--- config.mk ---
export PLATFORM = sky130hd
export DESIGN_NAME = wol_event_logic
export DESIGN_NICKNAME = d
export VERILOG_FILES = /design/src/rtl/wol_pkg.sv /design/src/rtl/wol_pattern_match.sv /design/src/rtl/wol_event_logic.sv
export VERILOG_INCLUDE_DIRS = /design/src /design/src/rtl
export SDC_FILE = /design/constraint.sdc
export NUM_CORES = 1
export LEC_CHECK = 0
export BUFFER_PORTS_ARGS = -buffer_cell sky130_fd_sc_hd__buf_2
export CAP_MARGIN = 20
export CORE_MARGIN = 2
export CORE_UTILIZATION = 50
export CTS_BUF_LIST = sky130_fd_sc_hd__clkbuf_8 sky130_fd_sc_hd__clkbuf_16
export CTS_CLUSTER_SIZE = 40
export DETAILED_ROUTE_END_ITERATION = 10
export PLACE_DENSITY_LB_ADDON = 0.25
export SETUP_SLACK_MARGIN = 0.02
export SYNTH_ARGS = -nofsm -noshare
export SYNTH_HDL_FRONTEND = slang
export SYNTH_SLANG_ARGS = --single-unit
--- constraint.sdc ---
create_clock -name clk -period 4.9 [get_ports clk]
set_input_delay 0.98 -clock clk [delete_from_list [all_inputs] [get_ports clk]]
set_output_delay 0.98 -clock clk [all_outputs]
set_load 0.005 [all_outputs]
--- src/rtl/wol_params.svh ---
// Constants of the wake-on-LAN event logic: offsets, bit positions,
// reset values and timing counts.
// Assumes inclusion by bare name from the package and the design files.
`ifndef WOL_PARAMS_SVH
`define WOL_PARAMS_SVH

// Address width and register offsets on the plain register port
`define WOL_ADDR_W            8
`define WOL_POWER_CTRL_OFS    8'h3C
`define WOL_WAKE_CTRL_OFS     8'h40

// Reset values
`define WOL_WAKE_RESET        32'h0000_0000
`define WOL_POWER_RESET       32'h0000_0000

// Wake control and status field layout
`define WOL_STATUS_LSB        20
`define WOL_STATUS_W          12
`define WOL_ENABLE_W          11
`define WOL_UNUSED_W          9
`define WOL_MAGIC_SEEN_IDX    11
`define WOL_PAT_SEEN_IDX      7
`define WOL_ARP_SEEN_IDX      6
`define WOL_BCAST_SEEN_IDX    5
`define WOL_MCAST_SEEN_IDX    4
`define WOL_UCAST_SEEN_IDX    3
`define WOL_PHY_SEEN_IDX      2
`define WOL_RSVD_SEEN_IDX     1
`define WOL_BADPWD_SEEN_IDX   0
`define WOL_PWD_EN_BIT        10
`define WOL_MAGIC_EN_BIT      9
`define WOL_PAT_EN_LSB        5
`define WOL_ARP_EN_BIT        4
`define WOL_BCAST_EN_BIT      3
`define WOL_MCAST_EN_BIT      2
`define WOL_UCAST_EN_BIT      1
`define WOL_PHY_EN_BIT        0

// Power event control field layout
`define WOL_PWR_STATUS_BIT    15
`define WOL_PWR_PIN_EN_BIT    8

// Pattern count and pattern lengths in bytes
`define WOL_PAT_COUNT         4
`define WOL_PAT_MIN_LEN       8'h02
`define WOL_PAT_MAX_SHORT     8'h40
`define WOL_PAT_MAX_LONG      8'h80

// Timing
`define WOL_CLK_PERIOD_PS     4000
`define WOL_PULSE_NS          16
`define WOL_PULSE_CYCLES \
  ((`WOL_PULSE_NS * 1000 + `WOL_CLK_PERIOD_PS - 1) / `WOL_CLK_PERIOD_PS)

`endif

--- src/rtl/wol_pkg.sv ---
// Types shared by the wake-on-LAN event logic.
// Assumes wol_params.svh on the include path.
`include "wol_params.svh"

package wol_pkg;

  typedef enum logic [0:0] {
    WOL_MATCH_IDLE    = 1'b0,
    WOL_MATCH_COMPARE = 1'b1
  } wol_match_state_t;

  typedef logic [`WOL_STATUS_W-1:0] wol_status_t;
  typedef logic [`WOL_ENABLE_W-1:0] wol_enable_t;

endpackage : wol_pkg

--- src/rtl/wol_pattern_match.sv ---
// One byte-serial pattern comparator against a pattern buffer.
// Assumes the pattern buffer answers its address in the same cycle.
`timescale 1ns/100ps
`include "wol_params.svh"

module wol_pattern_match
  import wol_pkg::*;
#(
  parameter logic [7:0] MAX_LEN = `WOL_PAT_MAX_SHORT
) (
  // Clock and reset
  input  wire logic       clk,
  input  wire logic       reset_n,
  // Received byte stream
  input  wire logic       byteValid,
  input  wire logic       frameStart,
  input  wire logic [7:0] byteData,
  // Pattern buffer
  input  wire logic [7:0] patCount,
  input  wire logic [7:0] patByte,
  input  wire logic       patMask,
  output logic      [6:0] patAddr,
  // Result
  output logic            matched
);

  wol_match_state_t state;
  wol_match_state_t next_state;
  logic [6:0]       next_patAddr;
  logic             next_matched;
  wire logic [7:0]  lenLo;
  wire logic [7:0]  patLen;
  wire logic        byteHit;
  wire logic        lastByte;
  wire logic        takeByte;

  assign lenLo   = (patCount < `WOL_PAT_MIN_LEN) ? `WOL_PAT_MIN_LEN
                                                 : patCount;
  assign patLen  = (lenLo > MAX_LEN) ? MAX_LEN : lenLo;
  // Masked bytes never miss
  assign byteHit  = patMask || (patByte == byteData);
  assign lastByte = ({1'b0, patAddr} == patLen - 8'h01);
  assign takeByte = byteValid &&
                    ((state == WOL_MATCH_IDLE && frameStart) ||
                     (state == WOL_MATCH_COMPARE && !frameStart));

  // A frame start during a comparison aborts it; the address returns to byte
  // zero but that start byte is not compared, so that frame cannot be matched.
  always_comb begin
    next_state   = state;
    next_patAddr = patAddr;
    next_matched = 1'b0;
    if (state == WOL_MATCH_COMPARE && byteValid && frameStart) begin
      next_state   = WOL_MATCH_IDLE;
      next_patAddr = 7'h00;
    end else if (takeByte) begin
      case (state)
        WOL_MATCH_IDLE, WOL_MATCH_COMPARE: begin
          if (!byteHit) begin
            next_state   = WOL_MATCH_IDLE;
            next_patAddr = 7'h00;
          end else if (lastByte) begin
            next_state   = WOL_MATCH_IDLE;
            next_patAddr = 7'h00;
            next_matched = 1'b1;
          end else begin
            next_state   = WOL_MATCH_COMPARE;
            next_patAddr = patAddr + 7'h01;
          end
        end
        default: begin
          next_state   = WOL_MATCH_IDLE;
          next_patAddr = 7'h00;
        end
      endcase
    end
  end

  always_ff @(posedge clk) begin
    if (!reset_n) begin
      state   <= WOL_MATCH_IDLE;
      patAddr <= 7'h00;
      matched <= 1'b0;
    end else begin
      state   <= next_state;
      patAddr <= next_patAddr;
      matched <= next_matched;
    end
  end

  min_length_a: assert property (@(posedge clk) disable iff (!reset_n)
    matched |-> $past(state) == WOL_MATCH_COMPARE)
    else $error("pattern matched on fewer than two bytes");

endmodule : wol_pattern_match

--- src/rtl/wol_event_logic.sv ---
// Wake-on-LAN event logic: wake control/status register, power event
// control register, pattern comparators and the power event pin.
// Assumes the receive filter supplies one-cycle detection pulses and the
// byte stream on this clock, and the PHY interrupt on this clock.
//
// What this block does
// - Watch packets and PHY only in low power
// - Hard and soft reset zero wake register
// - Magic frame sets bit 31, read clears
// - Pattern matches set bits 30..27, read clears
// - ARP sets bit 26, read clears
// - Broadcast, multicast, unicast set bits 25..23
// - PHY interrupt sets bit 22, read clears
// - Bad password magic frame sets bit 20
// - Password protect needs magic enable too
// - Enable bits 9..0 map to event sources
// - Wake event pulses the power event pin
// - Wake event also raises wake interrupt
// - Wake packet is kept in receive FIFO
// - Enabled pattern match produces wake event
// - Pattern length 2 to 64 or 128 bytes
// - Byte-wise compare, masked bytes are don't-care
// - Pin asserts only while pin enable set
// - Power event status sticky, write one clears
//
// The strobed register port was decided locally.
`timescale 1ns/100ps
`include "wol_params.svh"

module wol_event_logic
  import wol_pkg::*;
(
  // Clock and reset
  input  wire logic                  clk,
  input  wire logic                  reset_n,
  input  wire logic                  softReset,
  // Register port
  input  wire logic [`WOL_ADDR_W-1:0] regAddr,
  input  wire logic [31:0]           regWrData,
  input  wire logic                  regWrite,
  input  wire logic                  regRead,
  output logic      [31:0]           regRdData,
  // Power state and detection inputs
  input  wire logic                  lowPower,
  input  wire logic                  magicFrame,
  input  wire logic                  magicPasswordOk,
  input  wire logic                  arpFrame,
  input  wire logic                  broadcastFrame,
  input  wire logic                  multicastFrame,
  input  wire logic                  unicastFrame,
  input  wire logic                  phyInterrupt,
  // Received byte stream
  input  wire logic                  rxByteValid,
  input  wire logic                  rxFrameStart,
  input  wire logic [7:0]            rxByte,
  // Pattern buffers
  input  wire logic [31:0]           patCounts,
  input  wire logic [31:0]           patBytes,
  input  wire logic [3:0]            patMasks,
  output logic      [27:0]           patAddrs,
  // Power event pin, open drain
  output logic                       powerEventPinOut,
  output logic                       powerEventPinOe,
  // Wake notification
  output logic                       wakeIrq,
  output logic                       rxRetainPacket
);

  wol_status_t      wakeStatus;
  wol_enable_t      wakeEn;
  logic             powerStatus;
  logic             powerPinEn;
  logic             phyLast;
  logic [3:0]       pulseCount;
  logic [3:0]       patMatched;
  wol_status_t      next_wakeStatus;
  wol_enable_t      next_wakeEn;
  logic             next_powerStatus;
  logic             next_powerPinEn;
  logic [3:0]       next_pulseCount;
  logic [31:0]      next_regRdData;

  wire logic        hitWake;
  wire logic        hitPower;
  wire logic        wakeRead;
  wire logic        wakeWrite;
  wire logic        powerWrite;
  wire logic        phyRise;
  wire logic        magicOk;
  wire logic        magicBad;
  wire wol_status_t detect;
  wire wol_status_t events;
  wire logic        wakeEvent;
  wire logic [31:0] wakeWord;
  wire logic [31:0] powerWord;

  // Address decode
  assign hitWake    = (regAddr == `WOL_WAKE_CTRL_OFS);
  assign hitPower   = (regAddr == `WOL_POWER_CTRL_OFS);
  assign wakeRead   = regRead && hitWake;
  assign wakeWrite  = regWrite && hitWake;
  assign powerWrite = regWrite && hitPower;

  genvar gi;
  generate
    for (gi = 0; gi < `WOL_PAT_COUNT; gi++) begin : g_pat
      // Patterns 0 and 1 have short buffers, 2 and 3 long ones
      wol_pattern_match #(
        .MAX_LEN ((gi < 2) ? `WOL_PAT_MAX_SHORT : `WOL_PAT_MAX_LONG)
      ) u_match (
        .clk        (clk),
        .reset_n    (reset_n),
        .byteValid  (rxByteValid),
        .frameStart (rxFrameStart),
        .byteData   (rxByte),
        .patCount   (patCounts[gi*8 +: 8]),
        .patByte    (patBytes[gi*8 +: 8]),
        .patMask    (patMasks[gi]),
        .patAddr    (patAddrs[gi*7 +: 7]),
        .matched    (patMatched[gi])
      );
    end
  endgenerate

  // The PHY interrupt is a level; only its rising edge is an event
  assign phyRise  = phyInterrupt && !phyLast;
  assign magicOk  = magicFrame && wakeEn[`WOL_MAGIC_EN_BIT] &&
                    (!wakeEn[`WOL_PWD_EN_BIT] || magicPasswordOk);
  assign magicBad = magicFrame && wakeEn[`WOL_MAGIC_EN_BIT] &&
                    wakeEn[`WOL_PWD_EN_BIT] && !magicPasswordOk;

  assign detect[`WOL_MAGIC_SEEN_IDX] = magicOk;
  assign detect[`WOL_MAGIC_SEEN_IDX-1:`WOL_PAT_SEEN_IDX] =
    {patMatched[3], patMatched[2], patMatched[1], patMatched[0]} &
    wakeEn[`WOL_PAT_EN_LSB+3:`WOL_PAT_EN_LSB];
  assign detect[`WOL_ARP_SEEN_IDX] =
    arpFrame && wakeEn[`WOL_ARP_EN_BIT];
  assign detect[`WOL_BCAST_SEEN_IDX] =
    broadcastFrame && wakeEn[`WOL_BCAST_EN_BIT];
  assign detect[`WOL_MCAST_SEEN_IDX] =
    multicastFrame && wakeEn[`WOL_MCAST_EN_BIT];
  assign detect[`WOL_UCAST_SEEN_IDX] =
    unicastFrame && wakeEn[`WOL_UCAST_EN_BIT];
  assign detect[`WOL_PHY_SEEN_IDX] =
    phyRise && wakeEn[`WOL_PHY_EN_BIT];
  assign detect[`WOL_RSVD_SEEN_IDX]   = 1'b0;
  assign detect[`WOL_BADPWD_SEEN_IDX] = magicBad;

  // Detection counts only in low power; soft reset drops it outright
  assign events    = (lowPower && !softReset) ? detect
                                              : '0;
  assign wakeEvent = |events;

  assign wakeWord  = {wakeStatus, {`WOL_UNUSED_W{1'b0}}, wakeEn};
  assign powerWord = {16'h0000, powerStatus, 6'h00, powerPinEn, 8'h00};

  always_comb begin
    next_wakeEn      = wakeEn;
    next_wakeStatus  = wakeStatus;
    next_powerPinEn  = powerPinEn;
    next_powerStatus = powerStatus;
    next_pulseCount  = pulseCount;
    next_regRdData   = 32'h0000_0000;
    if (wakeWrite) begin
      next_wakeEn = regWrData[`WOL_ENABLE_W-1:0];
    end
    if (wakeRead) begin
      next_wakeStatus = '0;
    end
    // A detection in the clearing cycle survives the clear
    next_wakeStatus = next_wakeStatus | events;
    if (softReset) begin
      next_wakeEn     = '0;
      next_wakeStatus = '0;
    end
    if (powerWrite) begin
      next_powerPinEn = regWrData[`WOL_PWR_PIN_EN_BIT];
      if (regWrData[`WOL_PWR_STATUS_BIT]) begin
        next_powerStatus = 1'b0;
      end
    end
    next_powerStatus = next_powerStatus || wakeEvent;
    if (wakeEvent) begin
      next_pulseCount = 4'(`WOL_PULSE_CYCLES);
    end else if (pulseCount != 4'h0) begin
      next_pulseCount = pulseCount - 4'h1;
    end
    if (regRead) begin
      if (hitWake) begin
        next_regRdData = wakeWord;
      end else if (hitPower) begin
        next_regRdData = powerWord;
      end
    end
  end

  always_ff @(posedge clk) begin
    if (!reset_n) begin
      wakeEn      <= '0;
      wakeStatus  <= '0;
      powerPinEn  <= 1'b0;
      powerStatus <= 1'b0;
      pulseCount  <= 4'h0;
      phyLast     <= 1'b0;
      regRdData   <= 32'h0000_0000;
    end else begin
      wakeEn      <= next_wakeEn;
      wakeStatus  <= next_wakeStatus;
      powerPinEn  <= next_powerPinEn;
      powerStatus <= next_powerStatus;
      pulseCount  <= next_pulseCount;
      phyLast     <= phyInterrupt;
      regRdData   <= next_regRdData;
    end
  end

  // Pin pulls low only; enable gates it each cycle, even mid-pulse
  always_ff @(posedge clk) begin
    if (!reset_n) begin
      powerEventPinOut <= 1'b0;
      powerEventPinOe  <= 1'b0;
      wakeIrq          <= 1'b0;
      rxRetainPacket   <= 1'b0;
    end else begin
      powerEventPinOut <= 1'b0;
      powerEventPinOe  <= next_powerPinEn &&
                          (next_pulseCount != 4'h0);
      wakeIrq          <= wakeEvent;
      // Held until low power ends, so the filter keeps the frame
      rxRetainPacket   <= lowPower &&
                          (rxRetainPacket || wakeEvent);
    end
  end

  read_clear_a: assert property (
    @(posedge clk) disable iff (!reset_n)
    wakeRead && !lowPower |=> wakeStatus == '0)
    else $error("status not cleared by read");

  set_wins_a: assert property (
    @(posedge clk) disable iff (!reset_n)
    wakeRead && |events |=>
      (wakeStatus & $past(events)) == $past(events))
    else $error("detection lost in clearing read");

  unused_zero_a: assert property (
    @(posedge clk) disable iff (!reset_n)
    wakeRead |=> regRdData[19:11] == 9'h000)
    else $error("unused bits read nonzero");

  soft_reset_a: assert property (
    @(posedge clk) disable iff (!reset_n)
    softReset |=> wakeStatus == '0 && wakeEn == '0)
    else $error("soft reset left wake register set");

  pin_gated_a: assert property (
    @(posedge clk) disable iff (!reset_n)
    powerEventPinOe |-> powerPinEn)
    else $error("pin driven while disabled");

  pulse_width_a: assert property (
    @(posedge clk) disable iff (!reset_n)
    wakeEvent && powerPinEn && !powerWrite |=> powerEventPinOe[*4])
    else $error("power event pulse too short");

  quiet_awake_a: assert property (
    @(posedge clk) disable iff (!reset_n)
    !lowPower && !wakeRead && !softReset |=> $stable(wakeStatus))
    else $error("status set outside low power");

  password_gate_a: assert property (
    @(posedge clk) disable iff (!reset_n)
    $rose(wakeStatus[`WOL_BADPWD_SEEN_IDX]) |->
      $past(wakeEn[`WOL_PWD_EN_BIT] && wakeEn[`WOL_MAGIC_EN_BIT]))
    else $error("password flag without both enables");

  irq_follow_a: assert property (
    @(posedge clk) disable iff (!reset_n)
    wakeEvent |=> wakeIrq && powerStatus)
    else $error("wake event without interrupt or status");

  sticky_status_a: assert property (
    @(posedge clk) disable iff (!reset_n)
    powerStatus && !powerWrite |=> powerStatus)
    else $error("power event status dropped");

  pattern_wake_c: cover property (@(posedge clk) disable iff (!reset_n)
    lowPower && |patMatched ##1 wakeIrq);
  magic_wake_c: cover property (@(posedge clk) disable iff (!reset_n)
    events[`WOL_MAGIC_SEEN_IDX] ##1 powerEventPinOe);
  read_race_c: cover property (@(posedge clk) disable iff (!reset_n)
    wakeRead && wakeEvent);

endmodule : wol_event_logic

[After elaboration in Yosys (flattened, before gate mapping)]
Cells that the tools add are included.
Operators by class
  bitwise operators: 17
  eq/ne operators: 10
  add/sub/neg operators: 9
  magnitude comparators: 8
  multiplexer cells: 37
  reduce and logical (&&, ||, !) cells: 67
Operators with widths (number)
  8-bit 2-to-1 mux: 8
  7-bit 2-to-1 mux: 8
  1-bit logical AND: 36
  7-bit by 8-bit equality test with 1-bit output: 4
  8-bit equality test: 4
  8-bit by 2-bit < comparator with 1-bit output (second input constant): 4
  32-bit 2-to-1 mux: 1
  8-bit by 1-bit subtractor with 8-bit output (second input constant): 4
  7-bit by 1-bit adder with 7-bit output (second input constant): 4
  12-bit 2-to-1 mux: 2
  4-bit OR reduction: 5
  8-bit by 7-bit > comparator with 1-bit output (second input constant): 2
  8-bit > comparator (second input constant): 2
  16-bit 2-to-1 mux: 1
  1-bit 2-to-1 mux: 15
  1-bit inverter: 15
  12-bit OR: 1
  12-bit OR reduction: 1
  1-bit logical OR: 11
  2-bit OR reduction: 5
  8-bit by 6-bit equality test with 1-bit output (second input constant): 1
  8-bit by 7-bit equality test with 1-bit output (second input constant): 1
  4-bit 2-to-1 mux: 2
  4-bit nonzero test: 2
  5 further kinds: 9
Storage, ports and cells
  word-level logic and storage cells: 172
  input bits: 131
  output and inout port bits: 64
  flip-flop bits (word level): 101

[Logic depth before layout (Yosys ltp)]
  depth in word-level cells: 8
  depth in mapped cells: 12
  gate-level depth less buffers: 11

[Hierarchy]
A second synthesis with hierarchy kept.
Unflattened totals
  cells, all modules: 627
  area total of the unflattened synthesis: 5566.6 um2
Modules (own cells, without submodules)
  wol_event_logic: sequential area each 1101.1 um2, cells each 193, times used 1, area each 2055.7 um2
  wol_pattern_match at g_pat[0].u_match ...: sequential area each 180.2 um2, cells each 118, times used 2, area each 929.6 um2
  wol_pattern_match at g_pat[3].u_match: sequential area each 180.2 um2, cells each 105, times used 1, area each 829.5 um2
  wol_pattern_match at g_pat[2].u_match: sequential area each 180.2 um2, cells each 93, times used 1, area each 822.0 um2

[Least setup slack after synthesis]
No wires, ideal clock.
  path kind: input to register
  start point: input port patCounts[12]
  end point: register g_pat[1].u_match.patAddr[3]
  stages: 12
  path buffers: 1
  required time: 4.786 ns
  setup time: 0.114 ns
  arrival time: 3.853 ns
  path slack: 0.933 ns
  cell sequence: buf_2 > or4_1 > o211a_1 > inv_1 > ha_1 > or3b_2 > o21ai_0 > xor2_1 > or2_2 > o31ai_1 > nor3_1 > a21o_1
Between the ends
  word-level cells in the longest chain between the ends: 8
Ends and longest elaborated chain
  start: declaration: RTL line wol_event_logic.sv:57  | input wire logic [31:0] patCounts,
  8-bit by 2-bit < comparator with 1-bit output (no source line)
  8-bit 2-to-1 mux (*): RTL line wol_pattern_match.sv:37  | assign lenLo = (patCount < `WOL_PAT_MIN_LEN) ? `WOL_PAT_MIN_LEN
  8-bit by 7-bit > comparator with 1-bit output: RTL line wol_pattern_match.sv:39  | assign patLen = (lenLo > MAX_LEN) ? MAX_LEN : lenLo;
  8-bit 2-to-1 mux (*): RTL line wol_pattern_match.sv:39
  8-bit by 1-bit subtractor with 8-bit output (*): RTL line wol_pattern_match.sv:42  | assign lastByte = ({1'b0, patAddr} == patLen - 8'h01);
  7-bit by 8-bit equality test with 1-bit output (*): RTL line wol_pattern_match.sv:42
  7-bit 2-to-1 mux (*): RTL line wol_pattern_match.sv:62  | end else if (lastByte) begin
  7-bit 2-to-1 mux (*): RTL line wol_pattern_match.sv:59  | if (!byteHit) begin
  end signal: assignment: RTL line wol_pattern_match.sv:86  | patAddr <= next_patAddr;
  end: declaration: RTL line wol_pattern_match.sv:22  | output logic [6:0] patAddr,
Mark *: on every way between the ends. The rest lies on a longest branch, timed or not.
A chain may end at the register's enable or synchronous reset.

[Worst setup path in the final report]
Ends and elaborated chain as after synthesis.

==> flow_summary.ini <==
[cts]
cts_tree = yes
cts_root_buf = clkbuf_8
cts-resized-gates = 0
cts_hold_buffers = 0
h-tree-depth = 3
path_clk_slew_ns = 0.10
cts_buffers = 9
clockBufferDepth = 2
clock_latency_ns = 0.37
cts_setup_buffers = 0
cts_num_sinks = 91

[cells_and_area]
fillers = 895
drive_gt1_share_pct = 26.5
final_area_mm2 = 0.00620
seqCellArea_mm2 = 0.00182
syn_to_final_growth_pct = 20.5
multi_input_area_mm2 = 0.00313
final_util_pct = 61.2
final_nets = 908
instances_no_fill = 910

[detailed_routing]
route.detailed.drc = 0
dr.max_layer_used = met4
drtPass1Iterations = 4
wl_um = 12800
wl_met1_um = 5560
wl_met3_um = 635
met2_length_um = 6300
drt_first_iter_violations = 239
post_drt_wl_per_cell_um = 14.1
vias_per_cell = 5.48
ant_nets = 0
vias = 4990

[floorplanning]
ios = 195
die_y_um = 105
dieWidth_um = 105
start_util_pct = 50.8
core_region_area_mm2 = 0.0101
dieArea_mm2 = 0.0111
std_cell_rows = 37

[power]
vdd_drop_max_uv = 141
leakagePower_nw = 2.77
powerDensity_mw_per_mm2 = 251

[timing]
drv_slew = 0
slew_headroom_pct = 41.1
fin_skew_ns = 0.0245
fin_crit_sh_pct = 81.8
worstMarginPinSlew_ns = 0.881
min_period_ns = 4.01
hold_ws_ns = 0.471
finalSetupViolCount = 0
rsz0062_at_grt = no
final-hold-violation-count = 0
max_freq_mhz = 249
setup_tns_ns = 0

[setup_path]
arrival_ns = 4.28
critPathKind = primary input to register
cp-end-kind = register
cp_max_fo = 9
critPathTopFamily = simple AND/OR/NAND/NOR gates
worst_path_largest_cell_delay_ns = 0.63
critPathBufInv = 2
start_kind = primary input
cp.required_ns = 5.17
worstPathCellList = buf_2, or4_1, o211a_1, inv_1, ha_1, or3b_2, o21ai_0, xor2_1, or2_2, o31ai_1, nor3_1, a21o_1
cp_slowest_cell = o31ai_1

[run_status]
status = completed

[grt]
grt_use_total_pct = 22.7
grt_pass1_vias = 4768
overflow = 0
grt_max_degree = 23
grt_pass1_wl_um = 20900
antenna_found_initial = 1

[yosys]
netlist_instances = 613
synth.distinct_cells = 69
yosysWarnings = 0
synthArstFlopShare_pct = 0
netlist_area_mm2 = 0.00515
yosys.area.top_type = dfxtp_1
seq_area_frac_synth_pct = 35.4
synth_edf_count = 0
synth-main-ff-cell = dfxtp_1
ys_top_cells_by_area = dfxtp_1 (35%), xor2_1 (8.8%), nand2_1 (4.8%)
synth.top_cell.area_share_pct = 35.4
synth_seq_cells = 91
avgSynthCellArea_um2 = 8.40

[place]
port_buffers = 164
place_hpwl_um = 9880
place_inst = 893
placed_area_mm2 = 0.00600
gp_congestion = 0.889

[run]
maxCapViolCount = 0

[hold_path]
min_path_type = register to register
==> kinds of logic (layout without fill, tap and decap cells) <==
group	Yosys count	after routing	synth area share, %
other cells	1	11	0.0729
flops	91	91	35.4
xor+xnor	64	64	10.9
compound gates	137	137	19.2
fa+ha+maj	9	9	2.19
simple gates	259	259	26.2
buf+inv	44	195	4.40
mux	8	8	1.68
==> worst paths after layout <==
path / startpoint / to / slack, ns / cells past startpoint
setup / recovery: patCounts[12] / g_pat[1].u_match.patAddr[3]$_SDFFE_PP0P_ / 0.89 / 12
hold / removal: wakeStatus[2]$_SDFF_PP0_ / regRdData[22]$_SDFF_PN0_ / 0.47 / 1
setup reg to reg: g_pat[1].u_match.patAddr[4]$_SDFFE_PP0P_ / g_pat[1].u_match.patAddr[3]$_SDFFE_PP0P_ / 2.28 / 7
hold reg to reg: wakeStatus[2]$_SDFF_PP0_ / regRdData[22]$_SDFF_PN0_ / 0.47 / 1
==> cell usage after synthesis (4+ instances only) <==
cell type / n
a22o_1: 9
xor2_1: 52
mux2_2: 5
nand2b_1: 7
xnor2_1: 12
clkbuf_1: 12
nand3_1: 20
or3_1: 7
nand2_1: 66
o211ai_1: 5
buf_2: 4
nor2_1: 48
dfxtp_1: 91
a21oi_1: 34
ha_1: 9
a21o_1: 9
o21ai_0: 17
o31a_1: 5
a32oi_1: 9
or4_1: 5
a31oi_1: 4
nand4_1: 4
a221oi_1: 4
nor2b_1: 13
nor4_1: 17
buf_4: 11
nor3_1: 15
or2_2: 8
inv_1: 15
and3_1: 5
and2_1: 26
==> through the flow <==
step                      total power, mW  setup WS, ns
final                                1.56         0.892
after global routing                 1.64         0.594
after CTS                            1.57         0.884
after detailed placement             1.07         0.487
after global placement               1.05         0.555
after floorplan                     0.970         0.933
==> worst register-to-register path, cell delays in order, from the launching register on <==
cell      delay [ns]
dfxtp_1         0.54
and2_1          0.20
or3b_2          0.45
a21oi_1         0.24
o221ai_1        0.18
o31ai_1         0.62
nor3_1          0.12
a21o_1          0.17
==> per-layer routing <==
layer	global-route usage, %	up-vias
met5	0	-
met1	26.7	2321
met2	40.6	142
met4	7.90	0
met3	4.89	24
li1	-	2503
==> cells in the final DEF (no fill, tap or decap), drive strengths merged, types with 10 or more instances in the layout <==
master    n
dfxtp    91
nor3     16
xor2     52
xnor2    12
buf     164
inv      19
nor2     48
nand3    20
nand2    66
a22o     11
conb     10
o21ai    17
and2     26
nor4     17
nor2b    13
a21oi    34
==> power breakdown <==
part | total, mW | switching (mW) | leakage, nW | internal (mW)
registers | 0.774 | 0.0173 | 0.735 | 0.756
clock network | 0.505 | 0.302 | 0.103 | 0.203
logic | 0.277 | 0.152 | 1.93 | 0.125
==> state kept, by name, summed over array words and instances, names as in the netlist <==
name and flops:
g_pat.u_match.patAddr 28, g_pat.u_match.matched 4, powerPinEn 1, powerEventPinOe 1, phyLast 1, wakeEn 11, wakeIrq 1, rxRetainPacket 1
pulseCount 4, powerStatus 1, wakeStatus 11, g_pat.u_match.state 4, regRdData 23
==> area by class of cell <==
| cell class | count | area share, % |
|---|---|---|
| sequential | 91 | 29.4 |
| inverter | 15 | 0.908 |
| antenna | 1 | 0.0403 |
| clock inverter | 7 | 1.23 |
| timing repair buffer | 164 | 13.2 |
| clock buffer | 9 | 2.00 |
| tap | 136 | 2.74 |
| multi-input combinational | 487 | 50.5 |
Power figures use the tool's default switching activity.
